## src/hdl/uart_cfg_regs.svh

```systemverilog
`ifndef UART_CFG_REGS_SVH
`define UART_CFG_REGS_SVH
// ****************************************
// register offsets
// ****************************************
`define ADDR_MODE        8'h00
`define ADDR_CLK_CFG     8'h04
`define ADDR_BAUD        8'h08
`define ADDR_TX_DATA     8'h0c
`define ADDR_RX_DATA     8'h10
`define ADDR_STATUS      8'h14
// ****************************************
// field positions and reset values
// ****************************************
`define MODE_WIDTH       9
`define CLK_CFG_WIDTH    5
`define BAUD_WIDTH       12
`define STAT_TXEND_BIT   2
`define MODE_RESET       9'h000
`define CLK_CFG_RESET    5'h00
`define BAUD_RESET       12'h000
// ****************************************
// timing counts
// ****************************************
`define SAMPLES_DIV16    5'h10
`define SAMPLES_DIV4     5'h04
`define TX_FIFO_DEPTH    8
`define RX_FIFO_DEPTH    2
`endif

```

## src/hdl/uart_cfg_pkg.sv

```systemverilog
package uart_cfg_pkg;
   typedef struct packed {
      logic stop_length_sel;
      logic parity_odd_sel;
      logic parity_enable;
      logic char_length_sel;
      logic tx_opendrain_sel;
      logic rx_pullup_en;
      logic tx_invert;
      logic rx_invert;
      logic baud_prediv_sel;
   } mode_t;
   typedef struct packed {
      logic       run_in_debug;
      logic [1:0] clock_divide_sel;
      logic [1:0] clock_source_sel;
   } clk_cfg_t;
   typedef struct packed {
      logic [3:0] baud_fine_adjust;
      logic [7:0] baud_coarse_value;
   } baud_cfg_t;
   typedef enum logic [2:0] {
      TX_IDLE  = 3'h0,
      TX_START = 3'h1,
      TX_DATA  = 3'h2,
      TX_PAR   = 3'h3,
      TX_STOP  = 3'h4
   } tx_state_t;
   typedef enum logic [2:0] {
      RX_IDLE  = 3'h0,
      RX_START = 3'h1,
      RX_DATA  = 3'h2,
      RX_PAR   = 3'h3,
      RX_STOP  = 3'h4
   } rx_state_t;
endpackage

```

## src/hdl/uart_fifo.sv

```systemverilog
`timescale 1ns/1ps
module uart_fifo #(
   parameter int WIDTH = 8,
   parameter int DEPTH = 8
) (
   input  wire logic             core_clk,
   input  wire logic             rst,
   input  wire logic             in_valid,
   output logic                  in_ready,
   input  wire logic [WIDTH-1:0] in_data,
   output logic                  out_valid,
   input  wire logic             out_ready,
   output logic      [WIDTH-1:0] out_data
);
   localparam int AW = (DEPTH > 1) ? $clog2(DEPTH) : 1;
   logic [WIDTH-1:0] mem [DEPTH];
   logic [AW-1:0]    wr_ptr, next_wr_ptr, rd_ptr, next_rd_ptr;
   logic [AW:0]      count, next_count;
   logic             push, pop;

   function automatic logic [AW-1:0] ptr_inc(input logic [AW-1:0] p);
      ptr_inc = (p == AW'(DEPTH - 1)) ? '0 : p + 1'b1;
   endfunction

   always_comb begin
      push        = in_valid && (count != (AW+1)'(DEPTH));
      pop         = out_ready && (count != '0);
      next_wr_ptr = push ? ptr_inc(wr_ptr) : wr_ptr;
      next_rd_ptr = pop ? ptr_inc(rd_ptr) : rd_ptr;
      next_count  = count + (AW+1)'(push) - (AW+1)'(pop);
   end

   always_ff @(posedge core_clk or posedge rst) begin
      if (rst) begin
         wr_ptr    <= '0;
         rd_ptr    <= '0;
         count     <= '0;
         in_ready  <= 1'b1;
         out_valid <= 1'b0;
      end else begin
         wr_ptr    <= next_wr_ptr;
         rd_ptr    <= next_rd_ptr;
         count     <= next_count;
         in_ready  <= next_count != (AW+1)'(DEPTH);
         out_valid <= next_count != '0;
      end
   end

   always_ff @(posedge core_clk) begin
      if (push) begin
         mem[wr_ptr] <= in_data;
      end
      out_data <= (push && next_rd_ptr == wr_ptr) ? in_data : mem[next_rd_ptr];
   end
endmodule

```

## src/hdl/uart_baud_gen.sv

```systemverilog
`timescale 1ns/1ps
module uart_baud_gen (
   input  wire logic                   core_clk,
   input  wire logic                   rst,
   input  wire uart_cfg_pkg::clk_cfg_t clk_cfg,
   input  wire uart_cfg_pkg::baud_cfg_t baud_cfg,
   input  wire logic [2:0]             src_tick,
   input  wire logic                   debug_halt,
   output logic                        sample_tick
);
   logic [2:0] div_cnt, next_div_cnt;
   logic [8:0] rate_cnt, next_rate_cnt;
   logic [3:0] fine_phase, next_fine_phase;
   logic       next_tick, src_en, op_en;
   logic [8:0] rate_end;
   logic [2:0] div_mask;
   logic [3:0] src_vec;

   // ****************************************
   // operating clock enable and rate divider
   // ****************************************
   always_comb begin
      src_vec  = {src_tick, 1'b1};                                             // see RL4
      src_en   = src_vec[clk_cfg.clock_source_sel]
                 && (clk_cfg.run_in_debug || !debug_halt);                     // see RL5 see RL6
      div_mask = 3'((4'h1 << clk_cfg.clock_divide_sel) - 4'h1);                // see RL4
      op_en    = src_en && ((div_cnt & div_mask) == 3'h0);                     // see RL4
      next_div_cnt    = src_en ? div_cnt + 3'h1 : div_cnt;
      rate_end        = {1'b0, baud_cfg.baud_coarse_value}
                        + 9'(fine_phase < baud_cfg.baud_fine_adjust);          // see RL8
      next_rate_cnt   = rate_cnt;
      next_fine_phase = fine_phase;
      next_tick       = 1'b0;
      if (op_en) begin
         if (rate_cnt >= rate_end) begin
            next_rate_cnt   = 9'h000;
            next_fine_phase = fine_phase + 4'h1;
            next_tick       = 1'b1;
         end else begin
            next_rate_cnt = rate_cnt + 9'h001;
         end
      end
   end

   always_ff @(posedge core_clk or posedge rst) begin
      if (rst) begin
         div_cnt     <= 3'h0;
         rate_cnt    <= 9'h000;
         fine_phase  <= 4'h0;
         sample_tick <= 1'b0;
      end else begin
         div_cnt     <= next_div_cnt;
         rate_cnt    <= next_rate_cnt;
         fine_phase  <= next_fine_phase;
         sample_tick <= next_tick;
      end
   end
endmodule

```

## src/hdl/uart_frame_baud_pin_config.sv

```systemverilog
// Overview of operation
// RL1: pull-up request follows the pull-up setting
// RL2: transmit pin push-pull, or open-drain when selected
// RL3: invert receive input and transmit output optionally
// RL4: two-bit source select and two-bit divider
// RL5: debug halts operating clock unless run enabled
// RL6: debug-run keeps operating clock going
// RL7: sampling pre-division of sixteen or four
// RL8: coarse rate plus one, fine adjust trims
// RL9: exactly one start bit per frame
// RL10: seven or eight data bits by length
// RL11: one or two transmitted stop bits
// RL12: odd, even or no parity bit
// RL13: start, data LSB first, parity, stop
// RL14: software routes pins before enabling channel
// RL15: transmit load, busy, and end-of-transmission flags
// RL16: start detection, busy, then two-entry receive FIFO
// RL17: sample bit centres, reject false starts
// RL18: idle transmit line rests high before inversion
`timescale 1ns/1ps
`include "uart_cfg_regs.svh"
module uart_frame_baud_pin_config (
   input  wire logic        core_clk,
   input  wire logic        rst,
   input  wire logic [7:0]  addr,
   input  wire logic [15:0] wdata,
   input  wire logic        wr,
   input  wire logic        rd,
   output logic      [15:0] rdata,
   input  wire logic [2:0]  src_tick,
   input  wire logic        debug_halt,
   input  wire logic        serial_rx_pin,
   output logic             rx_pullup_en,
   output logic             serial_tx_out,
   output logic             serial_tx_oe
);
   // ****************************************
   // registers and status
   // ****************************************
   uart_cfg_pkg::mode_t     mode, next_mode;
   uart_cfg_pkg::clk_cfg_t  clk_cfg, next_clk_cfg;
   uart_cfg_pkg::baud_cfg_t baud_cfg, next_baud_cfg;
   logic [15:0] next_rdata;
   logic        tx_end_flag, next_tx_end_flag;
   logic        tx_busy_flag, next_tx_busy_flag;
   logic        rx_busy_flag, next_rx_busy_flag;
   logic        tx_buffer_empty_flag;
   logic        sample_tick, tx_in_ready, tx_avail, tx_pop, rx_avail, rx_in_ready;
   logic        rx_pop, rx_push, tx_write;
   logic [7:0]  tx_fifo_data, rx_fifo_data, rx_word;

   always_comb begin
      next_mode     = mode;
      next_clk_cfg  = clk_cfg;
      next_baud_cfg = baud_cfg;
      next_rdata    = 16'h0000;
      tx_write      = wr && (addr == `ADDR_TX_DATA);
      rx_pop        = rd && (addr == `ADDR_RX_DATA);
      if (wr) begin
         case (addr)
            `ADDR_MODE:    next_mode     = uart_cfg_pkg::mode_t'(wdata[`MODE_WIDTH-1:0]);
            `ADDR_CLK_CFG: next_clk_cfg  = uart_cfg_pkg::clk_cfg_t'(wdata[`CLK_CFG_WIDTH-1:0]);
            `ADDR_BAUD:    next_baud_cfg = uart_cfg_pkg::baud_cfg_t'(wdata[`BAUD_WIDTH-1:0]);
            default:       next_mode     = mode;
         endcase
      end
      if (rd) begin
         case (addr)
            `ADDR_MODE:    next_rdata = {7'h00, mode};
            `ADDR_CLK_CFG: next_rdata = {11'h000, clk_cfg};
            `ADDR_BAUD:    next_rdata = {4'h0, baud_cfg};
            `ADDR_RX_DATA: next_rdata = rx_avail ? {8'h00, rx_fifo_data} : 16'h0000;
            `ADDR_STATUS:  next_rdata = {9'h000, !tx_in_ready, !rx_in_ready, rx_avail,
                                         rx_busy_flag, tx_end_flag, tx_busy_flag,
                                         tx_buffer_empty_flag};
            default:       next_rdata = 16'h0000;
         endcase
      end
   end

   always_ff @(posedge core_clk or posedge rst) begin
      if (rst) begin
         mode         <= `MODE_RESET;
         clk_cfg      <= `CLK_CFG_RESET;
         baud_cfg     <= `BAUD_RESET;
         rdata        <= 16'h0000;
         rx_pullup_en <= 1'b0;
      end else begin
         mode         <= next_mode;
         clk_cfg      <= next_clk_cfg;
         baud_cfg     <= next_baud_cfg;
         rdata        <= next_rdata;
         rx_pullup_en <= next_mode.rx_pullup_en;                               // see RL1
      end
   end

   uart_baud_gen u_baud (
      .core_clk    (core_clk),
      .rst         (rst),
      .clk_cfg     (clk_cfg),
      .baud_cfg    (baud_cfg),
      .src_tick    (src_tick),
      .debug_halt  (debug_halt),
      .sample_tick (sample_tick)
   );

   uart_fifo #(.WIDTH(8), .DEPTH(`TX_FIFO_DEPTH)) u_tx_fifo (
      .core_clk  (core_clk),
      .rst       (rst),
      .in_valid  (tx_write),
      .in_ready  (tx_in_ready),
      .in_data   (wdata[7:0]),
      .out_valid (tx_avail),
      .out_ready (tx_pop),
      .out_data  (tx_fifo_data)
   );

   uart_fifo #(.WIDTH(8), .DEPTH(`RX_FIFO_DEPTH)) u_rx_fifo (
      .core_clk  (core_clk),
      .rst       (rst),
      .in_valid  (rx_push),
      .in_ready  (rx_in_ready),
      .in_data   (rx_word),
      .out_valid (rx_avail),
      .out_ready (rx_pop),
      .out_data  (rx_fifo_data)
   );

   assign tx_buffer_empty_flag = !tx_avail;                                   // see RL15

   // ****************************************
   // bit timing
   // ****************************************
   logic [4:0] samples;
   logic [3:0] last_tick, half_tick;
   logic [2:0] last_bit;

   always_comb begin
      samples   = mode.baud_prediv_sel ? `SAMPLES_DIV4 : `SAMPLES_DIV16;     // see RL7
      last_tick = 4'(samples - 5'h01);
      half_tick = 4'((samples >> 1) - 5'h01);
      last_bit  = mode.char_length_sel ? 3'h7 : 3'h6;                        // see RL10
   end

   // ****************************************
   // transmitter
   // ****************************************
   uart_cfg_pkg::tx_state_t tx_state, next_tx_state;
   logic [7:0] tx_shift, next_tx_shift;
   logic [3:0] tx_cnt, next_tx_cnt;
   logic [2:0] tx_idx, next_tx_idx;
   logic       tx_stop2, next_tx_stop2, tx_line, next_tx_line, tx_bit_end, tx_parity;

   always_comb begin
      next_tx_state     = tx_state;
      next_tx_shift     = tx_shift;
      next_tx_cnt       = tx_cnt;
      next_tx_idx       = tx_idx;
      next_tx_stop2     = tx_stop2;
      next_tx_busy_flag = tx_busy_flag;
      next_tx_end_flag  = tx_end_flag;
      tx_pop            = 1'b0;
      tx_bit_end        = sample_tick && (tx_cnt == last_tick);
      tx_parity         = ^(tx_shift & {mode.char_length_sel, 7'h7f})
                          ^ mode.parity_odd_sel;                               // see RL12
      if (wr && addr == `ADDR_STATUS && wdata[`STAT_TXEND_BIT]) begin
         next_tx_end_flag = 1'b0;
      end
      if (sample_tick && tx_state != uart_cfg_pkg::TX_IDLE) begin
         next_tx_cnt = tx_bit_end ? 4'h0 : tx_cnt + 4'h1;
      end
      case (tx_state)
         uart_cfg_pkg::TX_IDLE: begin
            if (sample_tick && tx_avail) begin
               tx_pop            = 1'b1;                                       // see RL15
               next_tx_shift     = tx_fifo_data;
               next_tx_cnt       = 4'h0;
               next_tx_busy_flag = 1'b1;
               next_tx_state     = uart_cfg_pkg::TX_START;
            end
         end
         uart_cfg_pkg::TX_START: begin
            if (tx_bit_end) begin
               next_tx_idx   = 3'h0;
               next_tx_state = uart_cfg_pkg::TX_DATA;                          // see RL9
            end
         end
         uart_cfg_pkg::TX_DATA: begin
            if (tx_bit_end) begin
               next_tx_idx = tx_idx + 3'h1;
               if (tx_idx == last_bit) begin
                  next_tx_stop2 = mode.stop_length_sel;
                  next_tx_state = mode.parity_enable ? uart_cfg_pkg::TX_PAR
                                                     : uart_cfg_pkg::TX_STOP;  // see RL13
               end
            end
         end
         uart_cfg_pkg::TX_PAR: begin
            if (tx_bit_end) begin
               next_tx_state = uart_cfg_pkg::TX_STOP;
            end
         end
         uart_cfg_pkg::TX_STOP: begin
            if (tx_bit_end) begin
               if (tx_stop2) begin
                  next_tx_stop2 = 1'b0;                                        // see RL11
               end else if (tx_avail) begin
                  tx_pop        = 1'b1;
                  next_tx_shift = tx_fifo_data;
                  next_tx_state = uart_cfg_pkg::TX_START;
               end else begin
                  next_tx_busy_flag = 1'b0;
                  next_tx_end_flag  = 1'b1;                                    // see RL15
                  next_tx_state     = uart_cfg_pkg::TX_IDLE;
               end
            end
         end
         default: next_tx_state = uart_cfg_pkg::TX_IDLE;
      endcase
      case (next_tx_state)
         uart_cfg_pkg::TX_START: next_tx_line = 1'b0;
         uart_cfg_pkg::TX_DATA:  next_tx_line = next_tx_shift[next_tx_idx];
         uart_cfg_pkg::TX_PAR:   next_tx_line = tx_parity;
         default:                next_tx_line = 1'b1;                          // see RL18
      endcase
   end

   always_ff @(posedge core_clk or posedge rst) begin
      if (rst) begin
         tx_state      <= uart_cfg_pkg::TX_IDLE;
         tx_shift      <= 8'h00;
         tx_cnt        <= 4'h0;
         tx_idx        <= 3'h0;
         tx_stop2      <= 1'b0;
         tx_line       <= 1'b1;
         tx_busy_flag  <= 1'b0;
         tx_end_flag   <= 1'b0;
         serial_tx_out <= 1'b1;
         serial_tx_oe  <= 1'b1;
      end else begin
         tx_state      <= next_tx_state;
         tx_shift      <= next_tx_shift;
         tx_cnt        <= next_tx_cnt;
         tx_idx        <= next_tx_idx;
         tx_stop2      <= next_tx_stop2;
         tx_line       <= next_tx_line;
         tx_busy_flag  <= next_tx_busy_flag;
         tx_end_flag   <= next_tx_end_flag;
         serial_tx_out <= mode.tx_opendrain_sel ? 1'b0 : tx_line ^ mode.tx_invert; // see RL3
         serial_tx_oe  <= mode.tx_opendrain_sel ? !(tx_line ^ mode.tx_invert)
                                                : 1'b1;                         // see RL2
      end
   end

   // ****************************************
   // receiver
   // ****************************************
   uart_cfg_pkg::rx_state_t rx_state, next_rx_state;
   logic [2:0] rx_sync;
   logic       rx_filt, next_rx_filt, rx_bit;
   logic [7:0] rx_data, next_rx_data;
   logic [3:0] rx_cnt, next_rx_cnt;
   logic [2:0] rx_idx, next_rx_idx;

   always_comb begin
      next_rx_filt      = (rx_sync[1] == rx_sync[2]) ? rx_sync[2] : rx_filt;
      rx_bit            = rx_filt ^ mode.rx_invert;                            // see RL3
      next_rx_state     = rx_state;
      next_rx_data      = rx_data;
      next_rx_cnt       = sample_tick ? rx_cnt + 4'h1 : rx_cnt;
      next_rx_idx       = rx_idx;
      next_rx_busy_flag = rx_busy_flag;
      rx_push           = 1'b0;
      rx_word           = rx_data & {mode.char_length_sel, 7'h7f};
      case (rx_state)
         uart_cfg_pkg::RX_IDLE: begin
            next_rx_cnt = 4'h0;
            if (sample_tick && !rx_bit) begin
               next_rx_busy_flag = 1'b1;                                       // see RL16
               next_rx_state     = uart_cfg_pkg::RX_START;
            end
         end
         uart_cfg_pkg::RX_START: begin
            if (sample_tick && rx_cnt == half_tick) begin
               next_rx_cnt = 4'h0;
               next_rx_idx = 3'h0;
               if (rx_bit) begin
                  next_rx_busy_flag = 1'b0;
                  next_rx_state     = uart_cfg_pkg::RX_IDLE;                   // see RL17
               end else begin
                  next_rx_state = uart_cfg_pkg::RX_DATA;
               end
            end
         end
         uart_cfg_pkg::RX_DATA: begin
            if (sample_tick && rx_cnt == last_tick) begin
               next_rx_cnt          = 4'h0;
               next_rx_data[rx_idx] = rx_bit;                                  // see RL17
               next_rx_idx          = rx_idx + 3'h1;
               if (rx_idx == last_bit) begin
                  next_rx_state = mode.parity_enable ? uart_cfg_pkg::RX_PAR
                                                     : uart_cfg_pkg::RX_STOP;
               end
            end
         end
         uart_cfg_pkg::RX_PAR: begin
            if (sample_tick && rx_cnt == last_tick) begin
               next_rx_cnt   = 4'h0;
               next_rx_state = uart_cfg_pkg::RX_STOP;
            end
         end
         uart_cfg_pkg::RX_STOP: begin
            if (sample_tick && rx_cnt == last_tick) begin
               rx_push           = 1'b1;                                       // see RL16
               next_rx_busy_flag = 1'b0;
               next_rx_state     = uart_cfg_pkg::RX_IDLE;
            end
         end
         default: next_rx_state = uart_cfg_pkg::RX_IDLE;
      endcase
   end

   always_ff @(posedge core_clk or posedge rst) begin
      if (rst) begin
         rx_sync      <= 3'h7;
         rx_filt      <= 1'b1;
         rx_state     <= uart_cfg_pkg::RX_IDLE;
         rx_data      <= 8'h00;
         rx_cnt       <= 4'h0;
         rx_idx       <= 3'h0;
         rx_busy_flag <= 1'b0;
      end else begin
         rx_sync      <= {rx_sync[1:0], serial_rx_pin};
         rx_filt      <= next_rx_filt;
         rx_state     <= next_rx_state;
         rx_data      <= next_rx_data;
         rx_cnt       <= next_rx_cnt;
         rx_idx       <= next_rx_idx;
         rx_busy_flag <= next_rx_busy_flag;
      end
   end
endmodule

```

## config.mk

```make
export PLATFORM = sky130hd
export DESIGN_NAME = uart_frame_baud_pin_config
export DESIGN_NICKNAME = d
export VERILOG_FILES = /design/src/hdl/uart_cfg_pkg.sv /design/src/hdl/uart_fifo.sv /design/src/hdl/uart_baud_gen.sv /design/src/hdl/uart_frame_baud_pin_config.sv
export VERILOG_INCLUDE_DIRS = /design/src /design/src/hdl
export SDC_FILE = /design/constraint.sdc
export NUM_CORES = 1
export LEC_CHECK = 0
export ABC_AREA = 1
export BUFFER_PORTS_ARGS = -buffer_cell sky130_fd_sc_hd__buf_2
export CORE_MARGIN = 3
export CORE_UTILIZATION = 60
export CTS_BUF_LIST = sky130_fd_sc_hd__clkbuf_8
export DETAILED_ROUTE_END_ITERATION = 10
export GPL_TIMING_DRIVEN = 1
export PLACE_DENSITY = 0.83
export SYNTH_ARGS = -nofsm -noshare
export SYNTH_HDL_FRONTEND = slang
export SYNTH_HIERARCHICAL = 1
export SYNTH_SLANG_ARGS = --single-unit
```

## constraint.sdc

```tcl
create_clock -name core_clk -period 3.8 [get_ports core_clk]
set_input_delay 0.57 -clock core_clk [delete_from_list [all_inputs] [get_ports core_clk]]
set_output_delay 0.57 -clock core_clk [all_outputs]
set_load 0.05 [all_outputs]
```

==> out/metrics.yaml, run 1 <==
use_met2: 0.396
tightest_slew_ns: 0.903
slowest_stage: "dfrtp_1"
grt_pass1_vias: 7607
io_buffers: 43
cts_resized: 0
slowest_delay_ns: 0.41
final_cell_mix: "295 x nand2_1, 200 x inv_1, 111 x dfrtp_1"
antenna_found_initial: 0
cp.required_ns: 4.20
gp_congestion: 0.930
slew_headroom: 0.390
rsz0062_at_grt: "no"
yosysWarnings: 6
hpwl_um: 16100
drcViolationCount: 0
status: "finished, final reports clean"
die_area_um2: 18700
grt_use_met1: 0.328
grt_max_degree: 53
synthArstFlopShare: 0.588
die_height_um: 137
post_cts_buffers: 0
synth_ff_type: "dfrtp_1"
clk_pin_slew_ns: 0.06
cp_cell_sequence: "ha_1 > a21oi_1 > o21a_1 > ha_1 > ha_1 > nand4_1 > inv_1 > a21oi_1 > or2_2 > ha_1 > nand2_1 > nor2_1 > nand2_1 > nand2_1 > nor2_1 > nand2_2 > nand2_2 > nand2_1 > nand2_1"
synth-seq-cells: 204
routed_wl_um: 22300
final-hold-violation-count: 0
grt_pass1_wl_um: 36300
start_util: 0.617
critPathLaunchType: "flop"
die_x_um: 137
period_needed_ns: 3.16
syn_area_per_cell_um2: 8.97
maxSlewViolCount: 0
wl_per_cell_um: 15.2
cts_tree: "done"
row_count: 47
max_freq_mhz: 316
antenna_cells: 0
htree_levels: 2
top_usage_layer: "met2"
cpMostUsedCell: "nand2_1"
cts_buffer_depth: 3
vias: 7878
clock-sinks: 204
period_share: 0.833
postRouteAntennaNets: 0
grt.total_usage: 0.246
io_pins: 52
syn-cell-area_um2: 10300
core-area_um2: 16600
gr-total-overflow: 0
p_leak_uw: 0.00572
drive_above_1_share: 0.144
area_delta_synth_final_pct: 10.8
peakVddDrop_mv: 0.328
synth_cells: 1144
gr-usage-met3: 0.0518
hold_path_class: "in2async"
tns_ns: 0
drv_cap: 0
critPathMaxFanout: 7
power.total_uw: 6630
finClkSkew_ns: 0.0108
endpoint_kind: "flop"
cts_made_buffers: 35
drt_iter0_drc: 626
hold_buffers: 0
vias_per_cell: 5.38
final_nets: 1286
r2r_slack_ns: 0.64
yosysSeqAreaShare: 0.536
final_common_cell: "nand2_1"
ys_types: 57
power_density_nw_per_um2: 583
critPathArrivalTime_ns: 3.56
setup_viol: 0
path_class: "reg2reg"
drtPass1Iterations: 5
cts_root_buf: "clkbuf_8"
clock_latency_ns: 0.51
synth-edff-count: 80
-- synth_stat cells, types with 5 or more instances --
library cell | instances | share of area
buf_6 | 8 | 0.0088
nor2_2 | 6 | 0.0037
nand3_1 | 92 | 0.045
xor2_1 | 22 | 0.019
dfrtp_1 | 111 | 0.27
o21ai_0 | 47 | 0.023
a221oi_1 | 7 | 0.0060
dfstp_2 | 9 | 0.023
ha_1 | 33 | 0.040
nor2_1 | 73 | 0.027
nand4_1 | 5 | 0.0030
edfxtp_1 | 80 | 0.23
inv_1 | 189 | 0.069
nor3_1 | 14 | 0.0068
nand2_1 | 295 | 0.11
xnor2_1 | 10 | 0.0085
o21ai_1 | 5 | 0.0024
inv_2 | 9 | 0.0033
a21oi_1 | 25 | 0.012
nand2_2 | 20 | 0.012
buf_4 | 7 | 0.0051
mux2_2 | 8 | 0.0088
-- critical path: cells and delay by family, from the launching register on --
kind,cells,cell delay [ns]
simple gates,11,1.20
flops,1,0.41
fa+ha+maj,4,1.01
compound gates,3,0.36
buf+inv,1,0.08
-- state kept, by name, summed over array words and instances (netlist names), 4 cells and up, named ones only --
name               flops
u_baud/rate_cnt        9
rx_data                8
u_rx_fifo/mem         16
u_baud/fine_phase      4
mode                   9
u_tx_fifo/mem         64
baud_cfg              12
tx_cnt                 4
rx_cnt                 4
rdata                 12
tx_shift               8
clk_cfg                5
u_tx_fifo/count        4
-- cell families after synthesis --
| group | after synthesis | share of synthesized area |
|---|---|---|
| multiplexers | 8 | 0.00878 |
| AND/OR/NAND/NOR | 526 | 0.225 |
| flip-flops | 204 | 0.536 |
| AO/OA/AOI/OAI | 116 | 0.0680 |
| adder cells (fa/ha/maj) | 35 | 0.0432 |
| buffers and inverters | 222 | 0.0914 |
| other | 1 | 0.000365 |
| XOR/XNOR | 32 | 0.0273 |
-- path summary, 6_finish.rpt --
path | endpoint | startpoint | cells after the start
max in group asynchronous | tx_line | rst | 3
min in group core_clk | rx_sync[0] | serial_rx_pin | 1
worst min register to register | rx_sync[1] | rx_sync[0] | 0
worst min-delay path | u_rx_fifo/count[0] | rst | 2
worst max-delay path | u_baud/fine_phase[2] | u_baud/fine_phase[3] | 19
worst max register to register | u_baud/fine_phase[2] | u_baud/fine_phase[3] | 19
-- area by class of cell --
class	instances	area (um2)
flip-flops and latches	204	5500
clock buffers	41	564
inverters	200	754
well taps	220	275
repair buffers	57	320
clock inverters	22	119
fillers	1248	5270
multi-input cells	721	3840
-- stage by stage --
step,cells,setup slack [ns],hold WS [ns],util,instance area (um2)
6_report,1465,0.635,0.0596,0.683,11400
5_1_grt,1465,0.365,0.0432,0.683,11400
4_1_cts,1465,0.642,0.0421,0.683,11400
3_5_place_dp,1402,0.459,0.349,0.642,10700
3_3_place_gp,1402,0.524,0.349,0.642,10700
2_1_floorplan,1147,0.696,0.345,-,10300
-- metal layers --
layer | wire, um | share of wire
met5 | 0 | 0
met4 | 713 | 0.032
met3 | 1540 | 0.069
met2 | 10500 | 0.47
met1 | 9480 | 0.43
-- power by group --
part,switching [uW],internal (uW)
clock network,848,1050
registers,250,2550
logic,1260,664
total,2360,4270
Note: power is estimated with default switching activity, not from simulation.
==> inputs of run 2 (changes only) <==
==> constraint.sdc (replaced) <==
create_clock -name core_clk -period 3.05 [get_ports core_clk]
set_input_delay 0.4575 -clock core_clk [delete_from_list [all_inputs] [get_ports core_clk]]
set_output_delay 0.4575 -clock core_clk [all_outputs]
set_load 0.05 [all_outputs]
==> run 2 against run 1 <==
The flow now finishes with violations (negative setup slack); utilization increased by 2.1 points; worst setup slack got worse by 0.69 ns; final cell count increased by 2.0%; clock skew increased by 0.014 ns; first-iteration DRC count increased by 0.16%; design area increased by 3.1%; count of clock-buffer cells in the layout increased by 2.
==> out/metrics.yaml, run 2 (same netlist as run 1, synthesis figures left out) <==
die_height_um: 137
critPathMaxFanout: 7
clk_pin_slew_ns: 0.06
core-area_um2: 16600
grt.total_usage: 0.247
drv_cap: 0
p_leak_uw: 0.00586
htree_levels: 2
setup_viol: 11
final_common_cell: "nand2_1"
critPathLaunchType: "flop"
combPwrFrac: 0.307
fin_area_um2: 11700
slowest_stage: "dfrtp_1"
area_delta_synth_final_pct: 14.2
endpoint_kind: "flop"
start_util: 0.617
layout_setup_ws_ns: -0.0559
postRouteAntennaNets: 0
tightest_slew_ns: 0.929
violations: "negative setup slack"
path_buf_inv: 2
antenna_cells: 0
period_share: 1.02
largest_registers: "u_tx_fifo/mem (64), u_rx_fifo/mem (16)"
timing.hold.ws_ns: 0.0343
slew_headroom: 0.380
largest_register_ff_count: 64
final_nets: 1313
seqPwrFrac: 0.415
maxSlewViolCount: 0
drtPass1Iterations: 5
power_density_nw_per_um2: 724
critPathArrivalTime_ns: 3.52
vias_per_cell: 5.41
p_sw_uw: 3040
peakVddDrop_mv: 0.458
status: "finished, violations left"
die_area_um2: 18700
clock_latency_ns: 0.52
drcViolationCount: 0
io_pins: 52
hold_path_class: "in2reg"
wl_per_cell_um: 15.4
cts_buffer_depth: 3
die_x_um: 137
fill_cells: 1189
cp.required_ns: 3.46
antenna_found_initial: 0
clock-sinks: 204
gr-total-overflow: 0
gp_congestion: 0.934
drive_above_1_share: 0.181
clkPwrFrac: 0.278
power.total_uw: 8480
cts_tree: "done"
grt_max_degree: 52
finClkSkew_ns: 0.0250
slowest_delay_ns: 0.38
vias: 8080
cp_cell_sequence: "ha_1 > a21oi_1 > o21a_1 > ha_2 > ha_4 > nand4_1 > inv_1 > a21oi_2 > or2_4 > ha_4 > nand2_1 > a21oi_1 > inv_1 > nand3_1 > nor2_4 > nand3_1 > nand2_1"
hpwl_um: 15900
power.internal_uw: 5440
crit_family: "adder cells"
routed_wl_um: 23100
grt_pass1_vias: 7587
final_cell_mix: "288 x nand2_1, 200 x inv_1, 110 x dfrtp_1"
cts_root_buf: "clkbuf_8"
cts_made_buffers: 36
final-hold-violation-count: 0
grt_pass1_wl_um: 36400
netSwitchingFraction: 0.359
path_class: "reg2reg"
regMostFlops: "u_tx_fifo/mem"
drt_iter0_drc: 627
io_buffers: 43
period_needed_ns: 3.11
dpl_cell_area_um2: 10800
max_freq_mhz: 322
rsz0062_at_grt: "yes"
row_count: 47
-- run 2: cell types whose count changed in the layout (fill, tap and decap cells not counted), sizes merged --
cell / change
clkinv: -2
bufinv: -1
dlygate4sd3: +1
inv: +4
buf: +25
clkbuf: +2
-- run 2: power groups by stage --
stage	combinational, uW	sequential (uW)	clock (uW)
final	2600	3520	2360
after global routing	2950	3560	2530
after CTS	2400	3510	2400
after detailed placement	2330	3570	0
after global placement	2250	3550	0
after floorplan	1930	3450	0
-- run 2: layer usage --
metal	wire length, um	global-route usage	up-vias
met2	10800	0.383	320
li1	-	-	3890
met1	9670	0.341	3806
met4	674	0.0976	0
met5	0	0	-
met3	1900	0.0544	64
-- run 2: cell type report --
cell class / instances / area [um2] / area share
clock buffer: 43 / 592 / 0.0505
multi-input combinational: 721 / 3970 / 0.338
inverter: 200 / 754 / 0.0644
tap: 220 / 275 / 0.0235
timing repair buffer: 83 / 538 / 0.0459
sequential: 204 / 5500 / 0.469
clock inverter: 23 / 93.8 / 0.00801
-- run 2: final timing paths --
kind,startpoint,end,slack [ns],cells after the start
min reg2reg,rx_sync[0],rx_sync[1],0.36,0
min,serial_rx_pin,rx_sync[0],0.03,1
max in group asynchronous,rst,tx_line,1.56,4
max reg2reg,u_baud/fine_phase[3],u_baud/rate_cnt[7],-0.06,17
min in group asynchronous,rst,u_rx_fifo/rd_ptr,0.47,3
max,u_baud/fine_phase[3],u_baud/rate_cnt[7],-0.06,17
-- run 2: what timing repair did --
action,4_1_cts,5_1_grt
setup endpoints to repair,11,16
gates resized for setup,2,36
hold endpoints to repair,5,0
cloned,0,0
hold buffers,1,0
pin swaps,1,15
setup buffers,4,8
-- run 2: stage by stage --
step | setup TNS, ns | worst slack (ns) | std cells | util
6_report | -0.482 | -0.0559 | 1494 | 0.704
5_1_grt | -1.30 | -0.129 | 1494 | 0.704
4_1_cts | 0 | 0.00536 | 1486 | 0.693
3_5_place_dp | -0.0996 | -0.0863 | 1415 | 0.649
3_3_place_gp | -0.0118 | -0.0118 | 1415 | 0.649
2_1_floorplan | 0 | 0.0588 | 1147 | -
